==> src/logic/ulf_pkg.sv <==
// Constants for the line format and modem control block of a serial transceiver.
// Assumes a host register port with a three-bit address and an 8-bit data bus.
package ulf_pkg;

   ////////////////////////////////////////////////////////////////////////////
   // Register addresses
   localparam logic [2:0] ULF_ADDR_BUF_DLL = 3'h0;
   localparam logic [2:0] ULF_ADDR_IER_DLM = 3'h1;
   localparam logic [2:0] ULF_ADDR_LINE   = 3'h3;
   localparam logic [2:0] ULF_ADDR_MODEM  = 3'h4;

   ////////////////////////////////////////////////////////////////////////////
   // Line format fields
   localparam int ULF_LF_WLEN_LSB = 0;
   localparam int ULF_LF_STOP     = 2;
   localparam int ULF_LF_PAR_EN   = 3;
   localparam int ULF_LF_EVEN     = 4;
   localparam int ULF_LF_STICK    = 5;
   localparam int ULF_LF_BREAK    = 6;
   localparam int ULF_LF_BANK     = 7;
   localparam logic [7:0] ULF_LF_RESET = 8'h00;

   ////////////////////////////////////////////////////////////////////////////
   // Modem control fields
   localparam int ULF_MC_TERM_READY = 0;
   localparam int ULF_MC_SEND_REQ   = 1;
   localparam int ULF_MC_USER_ONE   = 2;
   localparam int ULF_MC_USER_TWO   = 3;
   localparam int ULF_MC_LOOPBACK   = 4;
   localparam logic [7:0] ULF_MC_RESET    = 8'h00;
   localparam logic [7:0] ULF_MC_RW_MASK  = 8'h1f;

   ////////////////////////////////////////////////////////////////////////////
   // Frame figures, stop length in half bit times
   localparam logic [3:0] ULF_MIN_WORD   = 4'h5;
   localparam logic [2:0] ULF_STOP_ONE   = 3'h2;
   localparam logic [2:0] ULF_STOP_ONEH  = 3'h3;
   localparam logic [2:0] ULF_STOP_TWO   = 3'h4;
   localparam logic [1:0] ULF_RX_STOPS   = 2'h1;

   typedef enum logic [1:0] {
      ULF_WL5,
      ULF_WL6,
      ULF_WL7,
      ULF_WL8
   } ulf_wlen_t;

endpackage

==> src/logic/ulf_core.sv <==
// Line format and modem control registers with serial and modem pin muxing.
// Assumes the host port, transmitter and receiver all run on clock.
`timescale 1ns/1ps
module ulf_core
   import ulf_pkg::*;
(
   // Clock and reset
   input  wire logic       clock,
   input  wire logic       rst_n,
   // Host register port
   input  wire logic [2:0] addr,
   input  wire logic       ads_n,
   input  wire logic       wr_strobe,
   input  wire logic       rd_strobe,
   input  wire logic [7:0] wdata,
   output logic      [7:0] rdata,
   output logic            rdata_hit,
   // Shared address decode
   output logic            sel_buffer,
   output logic            sel_divisor_lo,
   output logic            sel_divisor_hi,
   output logic            sel_int_enable,
   // Transmitter side
   input  wire logic       tx_shift_out,
   input  wire logic       tx_active,
   input  wire logic [7:0] tx_word,
   output logic      [3:0] word_bits,
   output logic      [2:0] tx_stop_halves,
   output logic      [1:0] rx_stop_checks,
   output logic            parity_enable,
   output logic      [3:0] parity_slot,
   output logic            tx_parity_bit,
   // Receiver side
   input  wire logic [7:0] rx_word,
   input  wire logic       rx_parity_in,
   output logic            rx_serial,
   output logic            rx_parity_error,
   // Modem status view
   output logic            cts,
   output logic            dsr,
   output logic            ri,
   output logic            dcd,
   // Pins
   input  wire logic       sin,
   input  wire logic       cts_n,
   input  wire logic       dsr_n,
   input  wire logic       ri_n,
   input  wire logic       dcd_n,
   output logic            sout,
   output logic            dtr_n,
   output logic            rts_n,
   output logic            user_output_one_pin_n,
   output logic            user_output_two_pin_n
);

   ////////////////////////////////////////////////////////////////////////////
   // Parity of a word of the selected length
   function automatic logic parity_of(input logic [7:0] w, input logic [1:0] wl,
                                      input logic even, input logic stick);
      logic x;
      x = ^w[4:0];
      if (wl >= 2'h1) x = x ^ w[5];
      if (wl >= 2'h2) x = x ^ w[6];
      if (wl == 2'h3) x = x ^ w[7];
      if (stick) parity_of = ~even;
      else       parity_of = even ? x : ~x;
   endfunction

   ////////////////////////////////////////////////////////////////////////////
   // Registers
   logic [7:0] line_format_control_q, line_format_control_d;
   logic [7:0] modem_output_control_q, modem_output_control_d;
   logic [2:0] addr_q, addr_d;
   logic [7:0] rdata_q, rdata_d;
   logic       hit_q, hit_d;
   logic       sout_q, sout_d;
   logic       loopback_enable;
   logic       user_output_one_bit;
   logic       user_output_two_bit;
   ulf_wlen_t  wlen;

   always_comb begin
      addr_d                 = ads_n ? addr_q : addr;
      line_format_control_d  = line_format_control_q;
      modem_output_control_d = modem_output_control_q;
      if (wr_strobe && addr_q == ULF_ADDR_LINE) begin
         line_format_control_d = wdata;
      end
      if (wr_strobe && addr_q == ULF_ADDR_MODEM) begin
         modem_output_control_d = wdata & ULF_MC_RW_MASK;
      end
      rdata_d = 8'h00;
      hit_d   = 1'b0;
      if (rd_strobe && addr_q == ULF_ADDR_LINE) begin
         rdata_d = line_format_control_q;
         hit_d   = 1'b1;
      end
      if (rd_strobe && addr_q == ULF_ADDR_MODEM) begin
         rdata_d = modem_output_control_q & ULF_MC_RW_MASK;
         hit_d   = 1'b1;
      end
   end

   always_ff @(posedge clock or negedge rst_n) begin
      if (!rst_n) begin
         line_format_control_q  <= ULF_LF_RESET;
         modem_output_control_q <= ULF_MC_RESET;
         addr_q                 <= 3'h0;
         rdata_q                <= 8'h00;
         hit_q                  <= 1'b0;
      end else begin
         line_format_control_q  <= line_format_control_d;
         modem_output_control_q <= modem_output_control_d;
         addr_q                 <= addr_d;
         rdata_q                <= rdata_d;
         hit_q                  <= hit_d;
      end
   end

   assign rdata     = rdata_q;
   assign rdata_hit = hit_q;

   ////////////////////////////////////////////////////////////////////////////
   // Shared address decode
   always_comb begin
      sel_buffer     = (addr_q == ULF_ADDR_BUF_DLL) && !line_format_control_q[ULF_LF_BANK];
      sel_divisor_lo = (addr_q == ULF_ADDR_BUF_DLL) && line_format_control_q[ULF_LF_BANK];
      sel_divisor_hi = (addr_q == ULF_ADDR_IER_DLM) && line_format_control_q[ULF_LF_BANK];
      sel_int_enable = (addr_q == ULF_ADDR_IER_DLM) && !line_format_control_q[ULF_LF_BANK];
   end

   ////////////////////////////////////////////////////////////////////////////
   // Frame format
   always_comb begin
      wlen           = ulf_wlen_t'(line_format_control_q[ULF_LF_WLEN_LSB +: 2]);
      word_bits      = ULF_MIN_WORD + {2'h0, wlen};
      parity_enable  = line_format_control_q[ULF_LF_PAR_EN];
      parity_slot    = word_bits;
      rx_stop_checks = ULF_RX_STOPS;
      if (!line_format_control_q[ULF_LF_STOP]) tx_stop_halves = ULF_STOP_ONE;
      else if (wlen == ULF_WL5)                tx_stop_halves = ULF_STOP_ONEH;
      else                                     tx_stop_halves = ULF_STOP_TWO;
      tx_parity_bit   = parity_of(tx_word, wlen, line_format_control_q[ULF_LF_EVEN],
                                  line_format_control_q[ULF_LF_STICK]);
      rx_parity_error = parity_enable &&
                        (rx_parity_in != parity_of(rx_word, wlen, line_format_control_q[ULF_LF_EVEN],
                                                   line_format_control_q[ULF_LF_STICK]));
   end

   ////////////////////////////////////////////////////////////////////////////
   // Serial line and loopback
   assign loopback_enable     = modem_output_control_q[ULF_MC_LOOPBACK];
   assign user_output_one_bit = modem_output_control_q[ULF_MC_USER_ONE];
   assign user_output_two_bit = modem_output_control_q[ULF_MC_USER_TWO];

   always_comb begin
      if (loopback_enable)                           sout_d = 1'b1;
      else if (line_format_control_q[ULF_LF_BREAK])  sout_d = 1'b0;
      else                                           sout_d = tx_shift_out;
   end

   always_ff @(posedge clock or negedge rst_n) begin
      if (!rst_n) sout_q <= 1'b1;
      else        sout_q <= sout_d;
   end

   assign sout      = sout_q;
   assign rx_serial = loopback_enable ? tx_shift_out : sin;

   always_comb begin
      if (loopback_enable) begin
         cts = modem_output_control_q[ULF_MC_SEND_REQ];
         dsr = modem_output_control_q[ULF_MC_TERM_READY];
         ri  = user_output_one_bit;
         dcd = user_output_two_bit;
      end else begin
         cts = ~cts_n;
         dsr = ~dsr_n;
         ri  = ~ri_n;
         dcd = ~dcd_n;
      end
   end

   assign dtr_n                 = ~modem_output_control_q[ULF_MC_TERM_READY];
   assign rts_n                 = ~modem_output_control_q[ULF_MC_SEND_REQ];
   assign user_output_one_pin_n = ~user_output_one_bit;
   assign user_output_two_pin_n = ~user_output_two_bit;
endmodule // ulf_core

==> config.mk <==
export PLATFORM = sky130hd
export DESIGN_NAME = ulf_core
export DESIGN_NICKNAME = d
export VERILOG_FILES = /design/src/logic/ulf_pkg.sv /design/src/logic/ulf_core.sv
export SDC_FILE = /design/constraint.sdc
export NUM_CORES = 1
export LEC_CHECK = 0
export BUFFER_PORTS_ARGS = -buffer_cell sky130_fd_sc_hd__buf_2
export CELL_PAD_IN_SITES_DETAIL_PLACEMENT = 1
export CELL_PAD_IN_SITES_GLOBAL_PLACEMENT = 1
export CORE_MARGIN = 2
export CORE_UTILIZATION = 32
export CTS_CLUSTER_DIAMETER = 40
export CTS_CLUSTER_SIZE = 40
export DETAILED_ROUTE_END_ITERATION = 10
export GPL_ROUTABILITY_DRIVEN = 0
export HOLD_SLACK_MARGIN = 0.02
export PLACE_DENSITY_LB_ADDON = 0.1
export SETUP_SLACK_MARGIN = 0.3
export SYNTH_ARGS = -nofsm -noshare
export SYNTH_HDL_FRONTEND = slang
export SYNTH_SLANG_ARGS = --single-unit
==> constraint.sdc <==
create_clock -name clock -period 2.06 [get_ports clock]
set_clock_uncertainty 0.1 [all_clocks]
set_input_delay 0.206 -clock clock [delete_from_list [all_inputs] [get_ports clock]]
set_output_delay 0.206 -clock clock [all_outputs]
set_load 0.005 [all_outputs]
# Word-level counts from Yosys, hierarchy flattened
# Cells that the tools add are included.
[op_classes]
n_shift = 0
multipliers = 0
n_div = 0
reduce_logical = 14
n_eq_ne = 5
n_bitwise = 17
n_lt_le_gt_ge = 2
add_sub_neg = 1
n_mux = 23
[op_table]
columns = ["operator", "count"]
rows = [
  ["2-to-1 mux 1 bit", 19],
  ["2-to-1 mux 8 bit", 2],
  ["inverter 1 bit", 11],
  ["XOR reduction 5 bit", 2],
  ["logical AND 1 bit", 9],
  ["2-to-1 mux 3 bit", 2],
  ["bitwise XOR 1 bit", 6],
  ["adder 3 x 2 -> 4 bit (first input constant)", 1],
  ["equality test 3 x 1 -> 1 bit (second input constant)", 1],
  ["equality test 3 x 2 -> 1 bit (second input constant)", 1],
  ["equality test 3 bit (second input constant)", 1],
  ["zero test 3 bit", 1],
  ["equality test 2 bit (second input constant)", 1],
  [">= comparator 2 x 1 -> 1 bit (second input constant)", 1],
  [">= comparator 2 bit (second input constant)", 1],
  ["zero test 2 bit", 1],
  ["zero test 1 bit", 1],
  ["inequality test 1 bit", 1],
]
[totals]
n_memories = 0
elab_cells = 68
out_inout_bits = 39
latchBits = 0
in_bits = 40
ram_bits = 0
register_bits = 26
rom_bits = 0

# Longest topological paths before layout
# Gate-level depths: netlist of the first run.
[depth]
depth_word = 12
mapped_depth = 7

# Least setup slack after synthesis of the first run
# Ideal clock, no wire load.
[synth_path]
kind = "register -> output"
startpoint = "register line_format_control_q[0]"
endpoint = "output port rx_parity_error"
arrival_time_ns = 1.641
slack_ns = 0.113
stages_incl_launch_ff = 8
cell_sequence = "dfrtp_1 inv_1 ha_1 o21ai_2 xnor2_1 xnor3_1 nor3_2 and3b_1"
[synth_between]
elab_chain_len = 11
elab_cells_between_ends = 13
[synth_lines]
columns = ["item", "line", "source"]
rows = [
  ["start, declared", "ulf_core.sv:71", "logic [7:0] line_format_control_q, line_format_control_d;"],
  ["start signal, assigned", "ulf_core.sv:112", "line_format_control_q <= line_format_control_d;"],
  [">= comparator 2 x 1 -> 1 bit", "ulf_core.sv:62", "if (wl >= 2'h1) x = x ^ w[5];"],
  ["2-to-1 mux 1 bit", "ulf_core.sv:62", ""],
  ["bitwise XOR 1 bit", "ulf_core.sv:63", "if (wl >= 2'h2) x = x ^ w[6];"],
  ["2-to-1 mux 1 bit", "ulf_core.sv:63", ""],
  ["bitwise XOR 1 bit", "ulf_core.sv:64", "if (wl == 2'h3) x = x ^ w[7];"],
  ["2-to-1 mux 1 bit *", "ulf_core.sv:64", ""],
  ["inverter 1 bit", "ulf_core.sv:66", "else parity_of = even ? x : ~x;"],
  ["2-to-1 mux 1 bit *", "ulf_core.sv:66", ""],
  ["2-to-1 mux 1 bit *", "ulf_core.sv:65", "if (stick) parity_of = ~even;"],
  ["inequality test 1 bit *", "ulf_core.sv:146", "(rx_parity_in != parity_of(rx_word, wlen, line_format_control_q[ULF_LF_EVEN],"],
  ["logical AND 1 bit *", "ulf_core.sv:145", "rx_parity_error = parity_enable &&"],
  ["end, declared", "ulf_core.sv:37", "output logic rx_parity_error,"],
]
# Every way passes the cells marked *; elsewhere a longest branch is shown, timed or not.

# Worst setup path after layout of the first run
[layout_path]
startpoint = "register line_format_control_q[1]"
endpoint = "output port rx_parity_error"
# Same word-level chain as after synthesis.

==> reports/metrics.yaml, run 1 <==
status: "finished, violations left"
violations: "negative setup slack"
r2r_setup_slack_ps: 630
nFillCells: 504
antenna_cells: 0
route.detailed.drc: 0
yosysSeqAreaShare_pct: 46.3
async_flop_share_pct: 100
period_minus_slack_ps: 2300
yosys_most_used_dff: "dfrtp_1"
vdd_drop_max_uv: 374
maxCapViolCount: 0
worstPathMaxFanout: 5
worst_ep_arrival_time_ps: 1990
mappedNetlistNets: 166
swShare_pct: 33.1
overflow: 0
max_freq_ghz: 0.435
top_usage_layer: "met2"
reg2reg_to: "line_format_control_q[2]"
placementRows: 24
ctsRootBufferMaster: "clkbuf_8"
grt_use_met1_pct: 17.8
die_w_um: 70.3
cts_tree: "yes"
grt_pass1_vias: 1273
relSlewSlack_pct: 61.6
cp-startpoint: "line_format_control_q[1]"
postRouteAntennaNets: 0
syn_area_um2: 1410
power_density_nw_per_um2: 987
start_kind: "flip-flop"
path_cells: "buf_4 -> ha_4 -> o21ai_4 -> xnor2_2 -> xnor3_1 -> o21ai_1 -> and3b_1 -> buf_2"
synth.distinct_cells: 31
dieArea_um2: 4950
nNetsFinal: 248
area_growth_pct: 41.1
slowest_stage: "dfrtp_2"
yosys-top-cells-area: "dfrtp_1 (44%), mux2_2 (10%), xnor2_1 (5.6%), nor2b_1 (3.6%), buf_4 (3.2%)"
power_mw: 1.96
wl_per_cell_um: 14.4
clkLatencyLatePin_ps: 260
p_comb_share_pct: 45.2
grt_usage_pct: 15.3
worst_slack_ps: -239
required_ps: 1750
pwr-share-seq_pct: 38.3
power_switching_mw: 0.648
cpPeakStageDelay_ps: 440
cp-end-kind: "output pin"
clk_path_buf_depth: 2
timing.rr.start: "addr_q[1]"
syn_area_per_cell_um2: 11.4
met2_usage_pct: 29.4
synth_seq_cells: 26
die_h_um: 70.3
tightest_slew_ps: 576
hold_violations: 0
drive_above_1_share_pct: 57.4
hold_end: "modem_output_control_q[3]"
drt-initial-drc-count: 22
wl_mm: 3.68
io_pins: 79
yosysTopAreaCellShare_pct: 44.4
grt_pass1_wl_mm: 6.02
path_clk_slew_ps: 90
antenna_found_initial: 0
tns_ps: -428
core-area_um2: 4290
finalMaxSlewViolations: 0
viasPerCell: 4.55
num_vias: 1164
min_path_type: "in -> reg"
dp_hpwl_mm: 2.85
period_share_pct: 112
finalSetupViolCount: 2
hold_start: "wdata[3]"
synth_top_area_cell: "dfrtp_1"
grt_util_met3_pct: 2.74
firstDrtPassIters: 4
grt_max_degree: 27
critical_path_class: "reg -> out"
rsz0062_at_grt: "true"
cts.sinks: 26
cts.htree.levels: 1
start_util_pct: 32.8
holdPathStages: 3
clockPowerShare_pct: 16.5
reg2regPathDepth: 4
synth_edf_count: 0
yosysWarnings: 0
numCtsBuffers: 3
io_buffer_count: 75
p_int_mw: 1.31
p_leak_nw: 1.03
syn_inst: 123
==> placed cells by master, fill, tap and decap left out, types with 5 or more instances in the layout <==
cell | synthesis | layout
a22oi_1 | 5 | 5
buf_4 | 6 | 9
mux2_2 | 13 | 13
nor2b_1 | 8 | 6
nand2_1 | 7 | 7
dfrtp_1 | 25 | 24
xnor2_1 | 9 | 7
buf_2 | 1 | 75
inv_1 | 9 | 8
==> routing by layer <==
metal | vias to the layer above | part of all wire [%]
met5 | - | 0
met4 | 0 | 0.27
met3 | 2 | 4.6
met2 | 34 | 56
met1 | 561 | 39
li1 | 567 | -
==> power groups by stage <==
stage               Combinational (mW)  Sequential [mW]  Clock, mW
floorplan                        0.511            0.717          0
global placement                 0.774            0.749          0
detailed placement               0.801            0.762          0
CTS                              0.844            0.756      0.337
global route                     0.982            0.770      0.358
finish                           0.886            0.749      0.323
==> timing repair <==
item / in CTS / in global routing
resized for setup: 4 / 6
setup endpoints to repair: 2 / 2
pin swaps: 5 / 5
setup buffers: 1 / 2
hold buffers: 1 / 0
endpoints found under the hold margin: 25 / 0
==> worst max-delay path, delay by kind of cell (launching register included) <==
family          cells  cell delay, ps
xor+xnor            2             400
buf+inv             2             250
simple gates        1             160
flops               1             440
compound gates      2             310
fa+ha+maj           1             160
==> stage by stage <==
| step | cell area [µm²] | utilization (%) | hold slack, ps | std cells | setup WS, ps |
|---|---|---|---|---|---|
| after detailed placement | 1840 | 42.9 | 145 | 248 | -57.7 |
| final | 1990 | 46.2 | 62.6 | 256 | -239 |
| after CTS | 1940 | 45.2 | 59.3 | 254 | -301 |
| after global routing | 1990 | 46.2 | 63.0 | 256 | -355 |
| after floorplan | 1410 | - | -190 | 123 | 187 |
| after global placement | 1840 | 42.9 | 136 | 248 | 15.3 |
==> cells by family after synthesis <==
kind of cell / share of synthesized area, %
and+or+nand+nor: 13.9
DFF: 46.3
muxes: 13.2
buffers and inverters: 6.22
AOI/OAI and AO/OA: 6.49
xor gates and xnor gates: 10.7
adders and majority gates: 2.67
other: 0.534
==> registers in the layout (all words and copies together) (netlist names) <==
| name | count |
|---|---|
| addr_q | 3 |
| rdata_hit | 1 |
| modem_output_control_q | 5 |
| line_format_control_q | 8 |
| sout | 1 |
| rdata | 8 |
==> cell usage after synthesis (3+ instances only) <==
cell type,n
mux2_2,13
xor2_1,3
nor2b_1,8
buf_4,6
inv_1,9
ha_1,3
o21ai_0,6
xnor2_1,9
nand2_1,7
mux2i_1,4
dfrtp_1,25
a22oi_1,5
and3_1,3
==> worst max path at each step <==
stage                 endpoint  slack (ps)
4_1_cts        rx_parity_error        -300
3_5_place_dp     tx_parity_bit         -60
2_1_floorplan  rx_parity_error         190
3_3_place_gp     tx_parity_bit          20
5_1_grt          tx_parity_bit        -350
6_report       rx_parity_error        -240
==> cell type report <==
cell class | count | area [µm²] | area share [%]
inverters | 9 | 33.8 | 1.70
multi-input cells | 80 | 726 | 36.5
clock buffers | 4 | 55.1 | 2.77
flip-flops and latches | 26 | 653 | 32.9
well taps | 52 | 65.1 | 3.28
repair buffers | 85 | 453 | 22.8
Power figures use the tool's default switching activity.
==> run 2, diff against run 1 <==
- CORE_MARGIN: 2 -> not set
- CORE_UTILIZATION: 32 -> 25
- SKIP_CTS_REPAIR_TIMING: not set -> 1
==> run 2 against run 1 <==
  * The run still ends with negative setup slack left
  * Maximum frequency down 4.0%
  * Worst setup slack worse by 96 ps
  * Sequential share of layout area down 0.99 points
  * Die area up 20%
  * Clock power up 31%
  * Clock-buffer cell count down 1
==> reports/metrics.yaml, run 2 (synthesis results as in run 1) <==
antenna_cells: 0  # unchanged
firstDrtPassIters: 2  # -2
area_growth_pct: 45.4
mostFrequentLayoutCell: "buf_2"
period_share_pct: 116  # +4.6 points
tightest_slew_ps: 585  # +8.96 ps
wl_per_cell_um: 13.5  # -5.7%
r2r_setup_slack_ps: 600  # -30 ps
period_minus_slack_ps: 2390  # +95.6 ps
wl_mm: 3.75  # +2.0%
grt_usage_pct: 12.9  # -2.4 points
overflow: 0  # unchanged
nFillCells: 643  # +28%
antenna_found_initial: 0  # unchanged
critical_path_class: "reg -> out"
nNetsFinal: 251  # +1.2%
hold_start: "wdata[3]"
p_leak_nw: 1.06  # +3.3%
numCtsBuffers: 3  # unchanged
grt_max_degree: 27  # unchanged
grt_pass1_vias: 1262  # -0.86%
io_pins: 79  # unchanged
clk_path_buf_depth: 2  # unchanged
clkLatencyLatePin_ps: 270  # about the same
power_mw: 2.06  # +5.2%
num_vias: 1188  # +2.1%
status: "finished, violations left"
viasPerCell: 4.29  # -5.7%
placementRows: 26  # +8.3%
worst_ep_arrival_time_ps: 2090  # +100 ps
mostFrequentLayoutCells: "buf_2 (75), dfrtp_1 (24), mux2_2 (13)"
cts_tree: "yes"
cts.sinks: 26  # unchanged
required_ps: 1750  # about the same
drt-initial-drc-count: 22  # unchanged
holdWs_ps: 45.6  # -17.0 ps
timing.rr.start: "addr_q[1]"
postRouteAntennaNets: 0  # unchanged
dp_hpwl_mm: 2.97  # +4.0%
reg2regPathDepth: 4  # unchanged
worstPathMaxFanout: 3  # -2
worst_slack_ps: -334  # -95.6 ps
finalMaxSlewViolations: 0  # unchanged
seq_area_um2: 653  # unchanged
reg2reg_to: "line_format_control_q[3]"
grt_pass1_wl_mm: 5.97  # -0.91%
multi_input_area_um2: 718  # -1.0%
grt_util_met3_pct: 4.05  # +1.3 points
die_w_um: 77.0  # +9.5%
relSlewSlack_pct: 61.0  # -0.60 points
ctsRootBufferMaster: "clkbuf_8"
met2_usage_pct: 23.2  # -6.1 points
rsz0062_at_grt: "true"
hold_end: "modem_output_control_q[3]"
max_freq_ghz: 0.418  # -4.0%
finalSetupViolCount: 2  # unchanged
cp-end-kind: "output pin"
cts.htree.levels: 1  # unchanged
tns_ps: -600  # -172 ps
drive_above_1_share_pct: 58.0  # +0.62 points
dieArea_um2: 5930  # +20%
path_clk_slew_ps: 100  # about the same
violations: "negative setup slack"
hold_violations: 0  # unchanged
grt_use_met1_pct: 14.5  # -3.2 points
min_path_type: "in -> reg"
start_kind: "flip-flop"
maxCapViolCount: 0  # unchanged
io_buffer_count: 75  # unchanged
core-area_um2: 5270  # +23%
start_util_pct: 26.7  # -6.1 points
route.detailed.drc: 0  # unchanged
dp_slack_ps: -23.7  # +34.0 ps
holdPathStages: 3  # unchanged
power_density_nw_per_um2: 1010  # +2.0%
top_usage_layer: "met2"
vdd_drop_max_uv: 345  # -7.9%
die_h_um: 77.0  # +9.5%
## run 2: metrics by stage
step	cells	utilization (%)	cell area, µm²
floorplan	123	-	1410
global placement	270	36.0	1900
detailed placement	270	36.0	1900
CTS	274	37.3	1970
global route	277	38.8	2050
finish	277	38.8	2050
## run 2: layout make-up
| class | instances | share of cell area, % |
|---|---|---|
| Multi-Input combinational cell | 80 | 35.1 |
| Sequential cell | 26 | 31.9 |
| Clock buffer | 3 | 2.02 |
| Clock inverter | 1 | 1.47 |
| Inverter | 9 | 1.65 |
| Timing Repair Buffer | 88 | 23.6 |
| Tap cell | 70 | 4.28 |
## run 2: power breakdown
part           switching [mW]  internal (mW)  total [mW]
combinational           0.361          0.525       0.885
sequential              0.126          0.628       0.753
clock                   0.162          0.260       0.422
## run 2: worst max-delay path, stage by stage, from the launching register on
cell and delay [ps]:
dfrtp_1 420, buf_6 130, ha_4 160, buf_6 120
nand2_4 50, xnor2_2 100, xnor3_1 410, nor2_1 140
xnor2_1 140, buf_2 140
## run 2: worst max-delay path by stage
| stage | start | endpoint | slack (ps) | cells after the start |
|---|---|---|---|---|
| 3_3_place_gp | line_format_control_q[0] | tx_parity_bit | 3 | 8 |
| 6_report | line_format_control_q[0] | tx_parity_bit | -330 | 9 |
| 3_5_place_dp | line_format_control_q[1] | rx_parity_error | -20 | 8 |
| 2_1_floorplan | line_format_control_q[1] | rx_parity_error | 190 | 7 |
| 4_1_cts | line_format_control_q[1] | rx_parity_error | -350 | 8 |
| 5_1_grt | line_format_control_q[0] | tx_parity_bit | -450 | 9 |
## run 2: routing by layer
layer | part of all wire [%] | vias to the layer above | wire length [µm]
li1 | - | 575 | -
met1 | 41 | 570 | 1550
met2 | 52 | 38 | 1940
met3 | 6.2 | 5 | 231
met4 | 0.83 | 0 | 31
met5 | 0 | - | 0
